==> config.mk <==
export PLATFORM = sky130hd
export DESIGN_NAME = spp_top
export DESIGN_NICKNAME = d
export VERILOG_FILES = /design/src/rtl/spp_pkg.sv /design/src/rtl/spp_top.sv /design/src/rtl/spp_lane.sv
export SDC_FILE = /design/constraint.sdc
export NUM_CORES = 1
export LEC_CHECK = 0
export BUFFER_PORTS_ARGS = -buffer_cell sky130_fd_sc_hd__buf_2
export CAP_MARGIN = 20
export CORE_AREA = 2 2 196 198
export DETAILED_ROUTE_END_ITERATION = 12
export DIE_AREA = 0 0 198 200
export PLACE_DENSITY = 0.34
export SYNTH_ARGS = -nofsm -noshare
export SYNTH_HDL_FRONTEND = slang
export SYNTH_SLANG_ARGS = --single-unit
==> constraint.sdc <==
create_clock -name ref_clk -period 2.7 [get_ports ref_clk]
set_clock_uncertainty 0.15 [all_clocks]
set_input_delay 0.54 -clock ref_clk [delete_from_list [all_inputs] [get_ports ref_clk]]
set_output_delay 0.54 -clock ref_clk [all_outputs]
set_load 0.005 [all_outputs]
==> src/rtl/spp_pkg.sv <==
// Shared constants and types of the standard PCS core port packing block
package spp_pkg;

	// ****************************************
	// Slice geometry
	// ****************************************
	localparam int SLICE_W  = 80;
	localparam int PCS_W    = 20;
	localparam int BYTE_W   = 8;
	localparam int SYM_W    = 10;
	localparam int FLAG_W   = 2;

	// ****************************************
	// Field positions inside one channel slice
	// ****************************************
	localparam int DATA_LSB     = 0;
	localparam int TX_HI_LSB    = 11;
	localparam int RX_HI_LSB    = 16;
	localparam int PCS_HI_LSB   = 10;
	localparam int ALIGN_LO     = 8;
	localparam int SYNC_LO      = 10;
	localparam int DISP_LO      = 11;
	localparam int PAT_LO       = 12;
	localparam int RMFIFO0_LO   = 13;
	localparam int ALIGN_HI     = 24;
	localparam int SYNC_HI      = 26;
	localparam int PAT_HI       = 28;
	localparam int VALID_BIT    = 79;

	// ****************************************
	// Register map (byte addresses)
	// ****************************************
	localparam logic [11:0] OFS_CTRL     = 12'h000;
	localparam logic [11:0] OFS_IRQ_STAT = 12'h004;
	localparam logic [11:0] OFS_IRQ_MASK = 12'h008;
	localparam logic [11:0] OFS_LIVE     = 12'h00C;

	localparam int          CTRL_EN       = 0;
	localparam int          CTRL_MODE_LSB = 1;
	localparam int          MODE_W        = 2;
	localparam logic        CTRL_EN_RST   = 1'b0;
	localparam logic [1:0]  CTRL_MODE_RST = 2'h0;

	localparam int          EVT_W         = 3;
	localparam int          EVT_SYNC_LOST = 0;
	localparam int          EVT_DISP      = 1;
	localparam int          EVT_PAT       = 2;
	localparam logic [2:0]  IRQ_STAT_RST  = 3'h0;
	localparam logic [2:0]  IRQ_MASK_RST  = 3'h0;

	typedef enum logic [1:0] {
		SPP_MODE_8,
		SPP_MODE_8SER,
		SPP_MODE_10,
		SPP_MODE_OFF
	} spp_mode_t;

endpackage : spp_pkg

==> src/rtl/spp_top.sv <==
// Standard PCS to core port packing with APB control and interrupt
//
// Local design decisions: the address map and register access over APB.
`timescale 1ns/1ps
`default_nettype none
module spp_top #(
	parameter int NUM_CH = 2,
	parameter int ADDR_W = 12
) (
	// Clock and reset
	input  wire logic                             ref_clk,
	input  wire logic                             resetn,
	// APB slave
	input  wire logic [ADDR_W-1:0]                paddr,
	input  wire logic                             psel,
	input  wire logic                             penable,
	input  wire logic                             pwrite,
	input  wire logic [31:0]                      pwdata,
	output logic      [31:0]                      prdata,
	output logic                                  pready,
	output logic                                  pslverr,
	// Core side parallel buses
	input  wire logic [NUM_CH*spp_pkg::SLICE_W-1:0] txParallelData,
	output logic      [NUM_CH*spp_pkg::SLICE_W-1:0] rxParallelData,
	// PCS side
	output logic      [NUM_CH*spp_pkg::PCS_W-1:0]   txPcsData,
	input  wire logic [NUM_CH*spp_pkg::PCS_W-1:0]   rxPcsData,
	input  wire logic [NUM_CH*2-1:0]                alignerPatternSizeFlag,
	input  wire logic [NUM_CH*2-1:0]                rxSyncStatus,
	input  wire logic [NUM_CH*2-1:0]                rxPatternDetect,
	input  wire logic [NUM_CH*2-1:0]                rxDispErr,
	input  wire logic [NUM_CH*2-1:0]                rxRmFifoStatus0,
	input  wire logic [NUM_CH-1:0]                  rxDataValid,
	// Interrupt
	output logic                                  irq
);
	// ****************************************
	// Register state
	// ****************************************
	logic                          ctrlEn_r;
	logic                          ctrlEn_nxt;
	logic [spp_pkg::MODE_W-1:0]    ctrlMode_r;
	logic [spp_pkg::MODE_W-1:0]    ctrlMode_nxt;
	logic [spp_pkg::EVT_W-1:0]     irqStat_r;
	logic [spp_pkg::EVT_W-1:0]     irqStat_nxt;
	logic [spp_pkg::EVT_W-1:0]     irqMask_r;
	logic [spp_pkg::EVT_W-1:0]     irqMask_nxt;
	logic                          irq_r;
	logic                          irq_nxt;
	logic [31:0]                   prdata_r;
	logic [31:0]                   prdata_nxt;
	logic                          pready_r;
	logic                          pready_nxt;
	logic                          pslverr_r;
	logic                          pslverr_nxt;
	logic [NUM_CH-1:0]             syncPrev_r;
	logic [NUM_CH-1:0]             syncPrev_nxt;
	logic [NUM_CH-1:0]             syncNow;
	logic [spp_pkg::EVT_W-1:0]     evt;
	logic                          setupPhase;
	logic                          wrTake;
	logic [11:0]                   addr;
	spp_pkg::spp_mode_t            mode;

	assign mode       = spp_pkg::spp_mode_t'(ctrlMode_r);
	assign setupPhase = psel && !penable;
	assign wrTake     = psel && penable && pready_r && pwrite;
	assign addr       = 12'(paddr);

	// ****************************************
	// Channel slices
	// ****************************************
	// Each lane sees the same layout; only the slice base moves
	for (genvar ch = 0; ch < NUM_CH; ch++) begin : g_lane
		spp_lane u_lane (
			.ref_clk                (ref_clk),
			.resetn                 (resetn),
			.enable                 (ctrlEn_r),
			.mode                   (mode),
			.txSlice                (txParallelData[ch*spp_pkg::SLICE_W +: spp_pkg::SLICE_W]),
			.rxSlice_r              (rxParallelData[ch*spp_pkg::SLICE_W +: spp_pkg::SLICE_W]),
			.txData_r               (txPcsData[ch*spp_pkg::PCS_W +: spp_pkg::PCS_W]),
			.rxData                 (rxPcsData[ch*spp_pkg::PCS_W +: spp_pkg::PCS_W]),
			.alignerPatternSizeFlag (alignerPatternSizeFlag[ch*2 +: 2]),
			.syncStatus             (rxSyncStatus[ch*2 +: 2]),
			.patternDetect          (rxPatternDetect[ch*2 +: 2]),
			.dispErr                (rxDispErr[ch*2 +: 2]),
			.rmFifoStatus0          (rxRmFifoStatus0[ch*2 +: 2]),
			.dataValid              (rxDataValid[ch])
		);

		a_slice_offset: assert property (@(posedge ref_clk) disable iff (!resetn)
			($past(ctrlEn_r) && $past(mode) != spp_pkg::SPP_MODE_OFF)
			|-> rxParallelData[ch*spp_pkg::SLICE_W + spp_pkg::VALID_BIT] == $past(rxDataValid[ch]))
			else $error("channel valid bit not at its slice offset");
		a_same_layout: assert property (@(posedge ref_clk) disable iff (!resetn)
			($past(ctrlEn_r) && $past(mode) == spp_pkg::SPP_MODE_10)
			|-> rxParallelData[ch*spp_pkg::SLICE_W +: spp_pkg::SYM_W] == $past(rxPcsData[ch*spp_pkg::PCS_W +: 10]))
			else $error("channel data not at its slice offset");
	end

	// ****************************************
	// Receive events
	// ****************************************
	// Taken from the packed slices, so events follow the active mode
	always_comb begin
		evt          = '0;
		syncNow      = '0;
		for (int ch = 0; ch < NUM_CH; ch++) begin
			syncNow[ch] = rxParallelData[ch*spp_pkg::SLICE_W + spp_pkg::SYNC_LO];
			evt[spp_pkg::EVT_DISP] = evt[spp_pkg::EVT_DISP]
				| rxParallelData[ch*spp_pkg::SLICE_W + spp_pkg::DISP_LO];
			evt[spp_pkg::EVT_PAT]  = evt[spp_pkg::EVT_PAT]
				| rxParallelData[ch*spp_pkg::SLICE_W + spp_pkg::PAT_LO];
		end
		evt[spp_pkg::EVT_SYNC_LOST] = |(syncPrev_r & ~syncNow);
		syncPrev_nxt = syncNow;
	end

	// ****************************************
	// APB registers and interrupt
	// ****************************************
	// Decode at setup so read data comes from a flop in the access cycle
	always_comb begin
		ctrlEn_nxt   = ctrlEn_r;
		ctrlMode_nxt = ctrlMode_r;
		irqMask_nxt  = irqMask_r;
		irqStat_nxt  = irqStat_r;
		prdata_nxt   = prdata_r;
		pslverr_nxt  = 1'b0;
		pready_nxt   = setupPhase;
		if (setupPhase) begin
			prdata_nxt = '0;
			if (addr == spp_pkg::OFS_CTRL) begin
				prdata_nxt[spp_pkg::CTRL_EN] = ctrlEn_r;
				prdata_nxt[spp_pkg::CTRL_MODE_LSB +: spp_pkg::MODE_W] = ctrlMode_r;
			end else if (addr == spp_pkg::OFS_IRQ_STAT) begin
				prdata_nxt[spp_pkg::EVT_W-1:0] = irqStat_r;
			end else if (addr == spp_pkg::OFS_IRQ_MASK) begin
				prdata_nxt[spp_pkg::EVT_W-1:0] = irqMask_r;
			end else if (addr == spp_pkg::OFS_LIVE) begin
				prdata_nxt[NUM_CH-1:0] = syncNow;
			end else begin
				pslverr_nxt = 1'b1;
			end
		end
		if (wrTake) begin
			if (addr == spp_pkg::OFS_CTRL) begin
				ctrlEn_nxt   = pwdata[spp_pkg::CTRL_EN];
				ctrlMode_nxt = pwdata[spp_pkg::CTRL_MODE_LSB +: spp_pkg::MODE_W];
			end else if (addr == spp_pkg::OFS_IRQ_STAT) begin
				irqStat_nxt = irqStat_r & ~pwdata[spp_pkg::EVT_W-1:0];
			end else if (addr == spp_pkg::OFS_IRQ_MASK) begin
				irqMask_nxt = pwdata[spp_pkg::EVT_W-1:0];
			end
		end
		// A new event beats a clear written in the same cycle
		irqStat_nxt = irqStat_nxt | evt;
		irq_nxt     = |(irqStat_nxt & irqMask_nxt);
	end

	always_ff @(posedge ref_clk) begin
		if (!resetn) begin
			ctrlEn_r   <= spp_pkg::CTRL_EN_RST;
			ctrlMode_r <= spp_pkg::CTRL_MODE_RST;
			irqStat_r  <= spp_pkg::IRQ_STAT_RST;
			irqMask_r  <= spp_pkg::IRQ_MASK_RST;
			irq_r      <= 1'b0;
			prdata_r   <= '0;
			pready_r   <= 1'b0;
			pslverr_r  <= 1'b0;
			syncPrev_r <= '0;
		end else begin
			ctrlEn_r   <= ctrlEn_nxt;
			ctrlMode_r <= ctrlMode_nxt;
			irqStat_r  <= irqStat_nxt;
			irqMask_r  <= irqMask_nxt;
			irq_r      <= irq_nxt;
			prdata_r   <= prdata_nxt;
			pready_r   <= pready_nxt;
			pslverr_r  <= pslverr_nxt;
			syncPrev_r <= syncPrev_nxt;
		end
	end

	assign prdata  = prdata_r;
	assign pready  = pready_r;
	assign pslverr = pslverr_r;
	assign irq     = irq_r;

	// ****************************************
	// Bus and interrupt checks
	// ****************************************
	a_irq_level: assert property (@(posedge ref_clk) disable iff (!resetn)
		irq == |(irqStat_r & irqMask_r))
		else $error("interrupt does not follow masked status");
	a_set_wins: assert property (@(posedge ref_clk) disable iff (!resetn)
		(evt != '0) |=> ((irqStat_r & $past(evt)) == $past(evt)))
		else $error("event lost against clear");
	a_w1c_clear: assert property (@(posedge ref_clk) disable iff (!resetn)
		(wrTake && addr == spp_pkg::OFS_IRQ_STAT && evt == '0)
		|=> (irqStat_r & $past(pwdata[2:0])) == '0)
		else $error("status bit not cleared by one");
	a_access_one: assert property (@(posedge ref_clk) disable iff (!resetn)
		setupPhase |=> pready ##1 !pready || (psel && !penable))
		else $error("access phase not one cycle");
	a_mode_write: assert property (@(posedge ref_clk) disable iff (!resetn)
		(wrTake && addr == spp_pkg::OFS_CTRL) |=> ##1 (ctrlMode_r == $past(pwdata[2:1], 2)))
		else $error("mode write not taken");
endmodule : spp_top
`default_nettype wire

==> src/rtl/spp_lane.sv <==
// One channel slice: packs receive fields and unpacks transmit data
`timescale 1ns/1ps
`default_nettype none
module spp_lane (
	// Clock and reset
	input  wire logic                      ref_clk,
	input  wire logic                      resetn,
	// Configuration
	input  wire logic                      enable,
	input  wire spp_pkg::spp_mode_t        mode,
	// Core side
	input  wire logic [spp_pkg::SLICE_W-1:0] txSlice,
	output logic      [spp_pkg::SLICE_W-1:0] rxSlice_r,
	// PCS side
	output logic      [spp_pkg::PCS_W-1:0]   txData_r,
	input  wire logic [spp_pkg::PCS_W-1:0]   rxData,
	input  wire logic [1:0]                  alignerPatternSizeFlag,
	input  wire logic [1:0]                  syncStatus,
	input  wire logic [1:0]                  patternDetect,
	input  wire logic [1:0]                  dispErr,
	input  wire logic [1:0]                  rmFifoStatus0,
	input  wire logic                        dataValid
);
	logic [spp_pkg::SLICE_W-1:0] rxSlice_nxt;
	logic [spp_pkg::PCS_W-1:0]   txData_nxt;

	// ****************************************
	// Packing
	// ****************************************
	// Unused slice bits stay zero; unused transmit bits are never looked at
	always_comb begin
		rxSlice_nxt = '0;
		txData_nxt  = '0;
		if (enable) begin
			case (mode)
				spp_pkg::SPP_MODE_8, spp_pkg::SPP_MODE_8SER: begin
					txData_nxt[spp_pkg::DATA_LSB +: spp_pkg::BYTE_W]  = txSlice[spp_pkg::DATA_LSB +: spp_pkg::BYTE_W];
					rxSlice_nxt[spp_pkg::DATA_LSB +: spp_pkg::BYTE_W] = rxData[spp_pkg::DATA_LSB +: spp_pkg::BYTE_W];
					rxSlice_nxt[spp_pkg::ALIGN_LO] = alignerPatternSizeFlag[0];
					rxSlice_nxt[spp_pkg::SYNC_LO]  = syncStatus[0];
					rxSlice_nxt[spp_pkg::PAT_LO]   = patternDetect[0];
					rxSlice_nxt[spp_pkg::VALID_BIT] = dataValid;
					if (mode == spp_pkg::SPP_MODE_8SER) begin
						txData_nxt[spp_pkg::BYTE_W +: spp_pkg::BYTE_W] = txSlice[spp_pkg::TX_HI_LSB +: spp_pkg::BYTE_W];
						rxSlice_nxt[spp_pkg::RX_HI_LSB +: spp_pkg::BYTE_W] =
							rxData[spp_pkg::PCS_HI_LSB +: spp_pkg::BYTE_W];
						rxSlice_nxt[spp_pkg::ALIGN_HI] = alignerPatternSizeFlag[1];
						rxSlice_nxt[spp_pkg::SYNC_HI]  = syncStatus[1];
						rxSlice_nxt[spp_pkg::PAT_HI]   = patternDetect[1];
					end
				end
				spp_pkg::SPP_MODE_10: begin
					txData_nxt[spp_pkg::DATA_LSB +: spp_pkg::SYM_W]  = txSlice[spp_pkg::DATA_LSB +: spp_pkg::SYM_W];
					rxSlice_nxt[spp_pkg::DATA_LSB +: spp_pkg::SYM_W] = rxData[spp_pkg::DATA_LSB +: spp_pkg::SYM_W];
					rxSlice_nxt[spp_pkg::SYNC_LO]    = syncStatus[0];
					rxSlice_nxt[spp_pkg::DISP_LO]    = dispErr[0];
					rxSlice_nxt[spp_pkg::PAT_LO]     = patternDetect[0];
					rxSlice_nxt[spp_pkg::RMFIFO0_LO] = rmFifoStatus0[0];
					rxSlice_nxt[spp_pkg::VALID_BIT]  = dataValid;
				end
				default: begin
					rxSlice_nxt = '0;
				end
			endcase
		end
	end

	// One complete unit per clock, no word alternation
	always_ff @(posedge ref_clk) begin
		if (!resetn) begin
			rxSlice_r <= '0;
			txData_r  <= '0;
		end else begin
			rxSlice_r <= rxSlice_nxt;
			txData_r  <= txData_nxt;
		end
	end

	// ****************************************
	// Checks
	// ****************************************
	a_rx_valid_bit: assert property (@(posedge ref_clk) disable iff (!resetn)
		($past(enable) && $past(mode) != spp_pkg::SPP_MODE_OFF) |-> rxSlice_r[spp_pkg::VALID_BIT] == $past(dataValid))
		else $error("valid bit not at top of slice");
	a_low_byte_map: assert property (@(posedge ref_clk) disable iff (!resetn)
		($past(enable) && $past(mode) == spp_pkg::SPP_MODE_8)
		|-> (txData_r[7:0] == $past(txSlice[7:0]) && rxSlice_r[8] == $past(alignerPatternSizeFlag[0])
		&& rxSlice_r[12] == $past(patternDetect[0]) && rxSlice_r[7:0] == $past(rxData[7:0])))
		else $error("low byte fields misplaced");
	a_high_byte_map: assert property (@(posedge ref_clk) disable iff (!resetn)
		($past(enable) && $past(mode) == spp_pkg::SPP_MODE_8SER)
		|-> (txData_r[15:8] == $past(txSlice[18:11]) && rxSlice_r[23:16] == $past(rxData[17:10])))
		else $error("upper byte misplaced");
	a_high_flag_map: assert property (@(posedge ref_clk) disable iff (!resetn)
		($past(enable) && $past(mode) == spp_pkg::SPP_MODE_8SER)
		|-> (rxSlice_r[24] == $past(alignerPatternSizeFlag[1]) && rxSlice_r[26] == $past(syncStatus[1])
		&& rxSlice_r[28] == $past(patternDetect[1])))
		else $error("upper byte flags misplaced");
	a_ten_bit_map: assert property (@(posedge ref_clk) disable iff (!resetn)
		($past(enable) && $past(mode) == spp_pkg::SPP_MODE_10)
		|-> (rxSlice_r[9:0] == $past(rxData[9:0]) && rxSlice_r[11] == $past(dispErr[0])
		&& rxSlice_r[13] == $past(rmFifoStatus0[0]) && txData_r[9:0] == $past(txSlice[9:0])))
		else $error("ten bit fields misplaced");
	a_unused_zero: assert property (@(posedge ref_clk) disable iff (!resetn)
		($past(enable) && $past(mode) == spp_pkg::SPP_MODE_8)
		|-> (rxSlice_r[78:13] == '0 && rxSlice_r[11] == 1'b0 && rxSlice_r[9] == 1'b0 && txData_r[19:8] == '0))
		else $error("unused slice bits not zero");
endmodule : spp_lane
`default_nettype wire

# Word-level counts from Yosys, hierarchy flattened
# Index checks and enable logic that the tools add are counted.
[totals] reg_bits=217 out_inout_bits=235 wordCells=76
[op_classes] eq_ne=5 mux=19 bitwise=10 n_reduce_logical=17
[op_table] cell="case mux 10 bit (2 select lines)" count=2
[op_table] cell="case mux 9 bit (2 select lines)" count=2
[op_table] cell="two-way mux 3 bit" count=9
[op_table] cell="== test 12 x 4 -> 1 bit, second input constant" count=2
[op_table] cell="two-way mux 8 bit" count=2
[op_table] cell="== test 12 x 3 -> 1 bit, second input constant" count=1
[op_table] cell="logical NOT 12 bit" count=1
[op_table] cell="bitwise AND 3 bit" count=2
[op_table] cell="AND reduction 3 bit" count=2
[op_table] cell="OR reduction 3 bit" count=2
[op_table] cell="OR reduction 5 bit" count=1
[op_table] cell="logical AND 1 bit" count=4
[op_table] cell="two-way mux 2 bit" count=2
[op_table] cell="AND reduction 2 bit" count=2
[op_table] cell="AND reduction 4 bit" count=1
[op_table] cell="OR reduction 2 bit" count=2
[op_table] cell="inverter 3 bit" count=1
[op_table] cell="bitwise OR 3 bit" count=1
[op_table] cell="bitwise AND 2 bit" count=1
[op_table] cell="== test 2 x 1 -> 1 bit, second input constant" count=1
[op_table] cell="== test 2 bit, second input constant" count=1
[op_table] cell="logical NOT 2 bit" count=1
[op_table] cell="two-way mux 1 bit" count=2
[op_table] cell="inverter 1 bit" count=2
[op_table] cell="3 further kinds" count=4

# Depth between registers and ports, before layout
[depth] ltp_word=8 mapped_depth=6

# Cells and area by module
# Synthesis repeated with hierarchy kept, for this count alone.
[hier_totals] cells_unflattened=426 hier_area_um2=4515.6
[modules_own_cells] mod="spp_lane" instances=2 cells_per_inst=159 area_each_um2=1740.4 seq_area_each_um2=840.8
[modules_own_cells] mod="spp_top" instances=1 cells_per_inst=108 area_each_um2=1034.7 seq_area_each_um2=340.3

# Worst setup path before layout
# OpenSTA, ideal clock, no wires.
[synth_path] path_type="input to register" start="in paddr[5]" end="reg irq_r (netlist: irq)" arrival_ps=1910 required_ps=2428 path_slack_ps=518 cell_stages=5 n_path_buf=0 cell_sequence="or4_4 nor4_4 mux2i_1 nand2b_4 nand3_2"
[synth_between] elab_chain_len=7 word_cells_on_any_way=13 cone_classes="2 x eq/ne; 7 x mux; 2 x bitwise; 2 x reduce/logical"
[synth_rtl] element="from (decl)" line="spp_top.sv:14" source="input wire logic [ADDR_W-1:0] paddr,"
[synth_rtl] element="== test 12 x 3 -> 1 bit / == test 12 x 4 -> 1 bit (equally long branches)" line="spp_top.sv:151, spp_top.sv:153"
[synth_rtl] element="two-way mux 3 bit (on tied branches)" line="spp_top.sv:151, spp_top.sv:153"
[synth_rtl] element="two-way mux 3 bit (on tied branches)" line="spp_top.sv:148, spp_top.sv:151"
[synth_rtl] element="two-way mux 3 bit (on tied branches)" line="spp_top.sv:147, spp_top.sv:148"
[synth_rtl] element="bitwise OR 3 bit / two-way mux 3 bit (equally long branches)" line="spp_top.sv:158, spp_top.sv:147"
[synth_rtl] element="bitwise AND 3 bit (*)" line="spp_top.sv:159" source="irq_nxt = |(irqStat_nxt & irqMask_nxt);"
[synth_rtl] element="OR reduction 3 bit (*)" line="spp_top.sv:159"
[synth_rtl] element="to (signal assigned)" line="spp_top.sv:178" source="irq_r <= irq_nxt;"
[synth_rtl] element="to (decl)" line="spp_top.sv:48" source="logic irq_r;"
# Every way passes the cells marked *; elsewhere a longest branch is shown, timed or not.
# A chain may end at the register's enable or synchronous reset.

# Worst setup path after layout
# Ends and elaborated chain as after synthesis.

==> results.md <==
- Status: completed
- Critical path launch point type: input pin
- Critical path type: in -> reg
- H-tree levels: 3
- Worst path max stage delay: 0.56 ns
- Worst hold stages: 2
- Critical Path, Cell by Cell: buf_2, or4_4, nor4_4, buf_4, mux2i_1, nand2_1, nand3_2
- IO buf count: 199
- Synthesized area: 0.00422 sq mm
- Final ANT Viol Nets: 0
- Die area: 0.0396 sq mm
- Number of top-level pins: 506
- Number of synthesized register bits: 101
- Critical Path End Type: register
- CP max FO: 2
- CTS hold repair buffers: 0
- Setup Buffers After CTS: 0
- Most common cell after layout, fill and taps aside: buf_2
- Share of cells above drive strength 1: 0.374
- Max-slew violations: 0
- Fmax: 506 MHz
- Gpl congestion: 0.621
- Placed Area: 0.00532 sq mm
- Total Wirelength: 12100 microns
- Most frequent cells in the layout: 199 x buf_2, 145 x conb_1, 101 x dfxtp_1
- Area Growth Syn to Fin: 33.6%
- Worst hold start: rxPcsData[0]
- Critical path required time: 2.87 ns
- CP max-delay cell: or4_4
- Vias: 2923
- CTS Buf Count: 9
- Pre-antenna DRT Iters: 3
- Main synth FF type: dfxtp_1
- CTS tree: done
- Synthesized instance count: 416
- TNS Setup: 0 ns
- Core Box Area: 0.0374 sq mm
- Starting DRT DRC Count: 67
- Clock root buffer: clkbuf_16
- Placed Cells: 1118
- Starting density of the core: 0.113
- Tot GR Track Use: 0.0586
- Reg-to-reg setup timing slack: 0.96 ns
- Synthesis Warnings: 0
- Reg2reg end: irq$_SDFF_PN0_
- Number of global-route vias before repair: 2531
- Wire length of the first global-routing pass: 16200 microns
- Maximum vdd drop: 0.288 mV
- Endpoint, Worst Hold: g_lane[0].u_lane.rxSlice_r[0]$_SDFF_PN0_
- Worst Hold Class: in -> reg
- Detail Placement HPWL: 9590 microns
- Finished Cell Area: 0.00564 sq mm
- TritonCTS Sinks: 101
- Largest net degree at the start of global routing: 29
- Vias/cell: 2.58
- Row Count: 71
- Die height: 200 microns
- Chip width: 198 microns
- Longest Clk Path Bufs: 2
- FF-to-FF Start: pready$_SDFF_PN0_
- Final Setup Violations: 0
- Fin crit period: 1.98 ns
- Post-synthesis sequential area ratio: 0.479
- Antenna violations before repair: 4
- Number of distinct library cells after synthesis: 34
- Nets@finish: 889
- Final Non-Filler Cells: 1135
- Unrepaired setup endpoints after global routing: no
- Post-synth ARST share: 0
- Clock transition at path regs: 0.08 ns
- Post-synth EDFFs: 0
- Cts repair resizes: 0
- Cell Pwr Density: 545 mW/mm^2
- Final Hold Vio Count: 0
- Arr. time, crit path: 2.14 ns
- GRT overflow: 0
- Avg WL per Cell: 10.7 microns
- Post-synthesis average cell area: 10.1 sq um
- Clock Latency Late Sink: 0.37 ns
- Lkg Pwr: 2.83 nW
- Fin crit share: 0.731
- R2R depth: 5
- Max-cap violation count: 0
- # DRC: 0
[sequential cells by signal (all words and copies together) (netlist names)]
name and flops:
pslverr 1, pready 1, syncPrev_r 2, ctrlEn_r 1
g_lane.u_lane.txData_r 32, prdata 3, ctrlMode_r 2, g_lane.u_lane.rxSlice_r 52
irqStat_r 3, irq 1, irqMask_r 3
[layout make-up]
type / instances / area [sq um]
Clock buffer: 10 / 239
Inverter: 3 / 11.3
Clock inverter: 6 / 78.8
Timing Repair Buffer: 205 / 1050
Sequential cell: 101 / 2020
Tap cell: 511 / 639
Fill cell: 4266 / 31800
Antenna cell: 1 / 2.50
Multi-Input combinational cell: 298 / 1590
[critical path, delay by kind of cell]
kind / cells / cell delay, ns
and+or+nand+nor: 4 / 1.10
buffers and inverters: 2 / 0.28
muxes: 1 / 0.22
[worst max-delay path by stage]
stage	start	endpoint	slack, ns
final	paddr[5]	irq$_SDFF_PN0_	0.72
after global routing	paddr[5]	irq$_SDFF_PN0_	0.60
after detailed placement	paddr[5]	irq$_SDFF_PN0_	0.30
after CTS	paddr[5]	irq$_SDFF_PN0_	0.71
after floorplan	paddr[5]	irq$_SDFF_PN0_	0.52
after global placement	paddr[5]	irq$_SDFF_PN0_	0.30
[power by group]
group	internal, W	switching (W)
registers	0.00149	0.000000441
clock network	0.000763	0.000670
logic	0.0000647	0.0000836
total	0.00232	0.000754
[kinds of logic (layout without fill, tap and decap cells)]
logic type / Yosys count / in the layout / synth area share
AOI/OAI and AO/OA: 21 / 21 / 0.0344
other: 1 / 146 / 0.000889
and+or+nand+nor: 126 / 126 / 0.190
buffers and inverters: 161 / 224 / 0.275
DFF: 101 / 101 / 0.479
muxes: 6 / 6 / 0.0202
[per-layer routing]
layer / vias to the layer above / track usage / part of all wire
met5: - / 0 / 0.0038
met4: 6 / 0.0284 / 0.020
met3: 19 / 0.0291 / 0.094
met2: 150 / 0.0955 / 0.50
met1: 1325 / 0.0635 / 0.39
li1: 1423 / - / -
[through the flow]
step | total power, W | setup WS (ns) | hold WS (ns) | utilization
final | 0.00307 | 0.725 | 0.211 | 0.151
after global routing | 0.00325 | 0.605 | 0.183 | 0.151
after CTS | 0.00317 | 0.712 | 0.175 | 0.151
after floorplan | 0.00174 | 0.518 | 0.295 | -
after detailed placement | 0.00167 | 0.296 | 0.297 | 0.142
after global placement | 0.00167 | 0.300 | 0.298 | 0.142
[Yosys cell counts (all sizes together) (3+ instances only)]
library cell    n  share of area
nand2          13          0.012
a31oi           3         0.0044
mux2i           4         0.0095
a21boi          6          0.011
clkbuf         10         0.0089
nand3           7         0.0095
nor2b           7          0.010
and2           82           0.12
a21oi           3         0.0036
inv             3         0.0027
a22o            4         0.0083
dfxtp         101           0.48
nor3b           4         0.0071
buf           148           0.26
No activity file was read; power rests on OpenSTA's default activity.
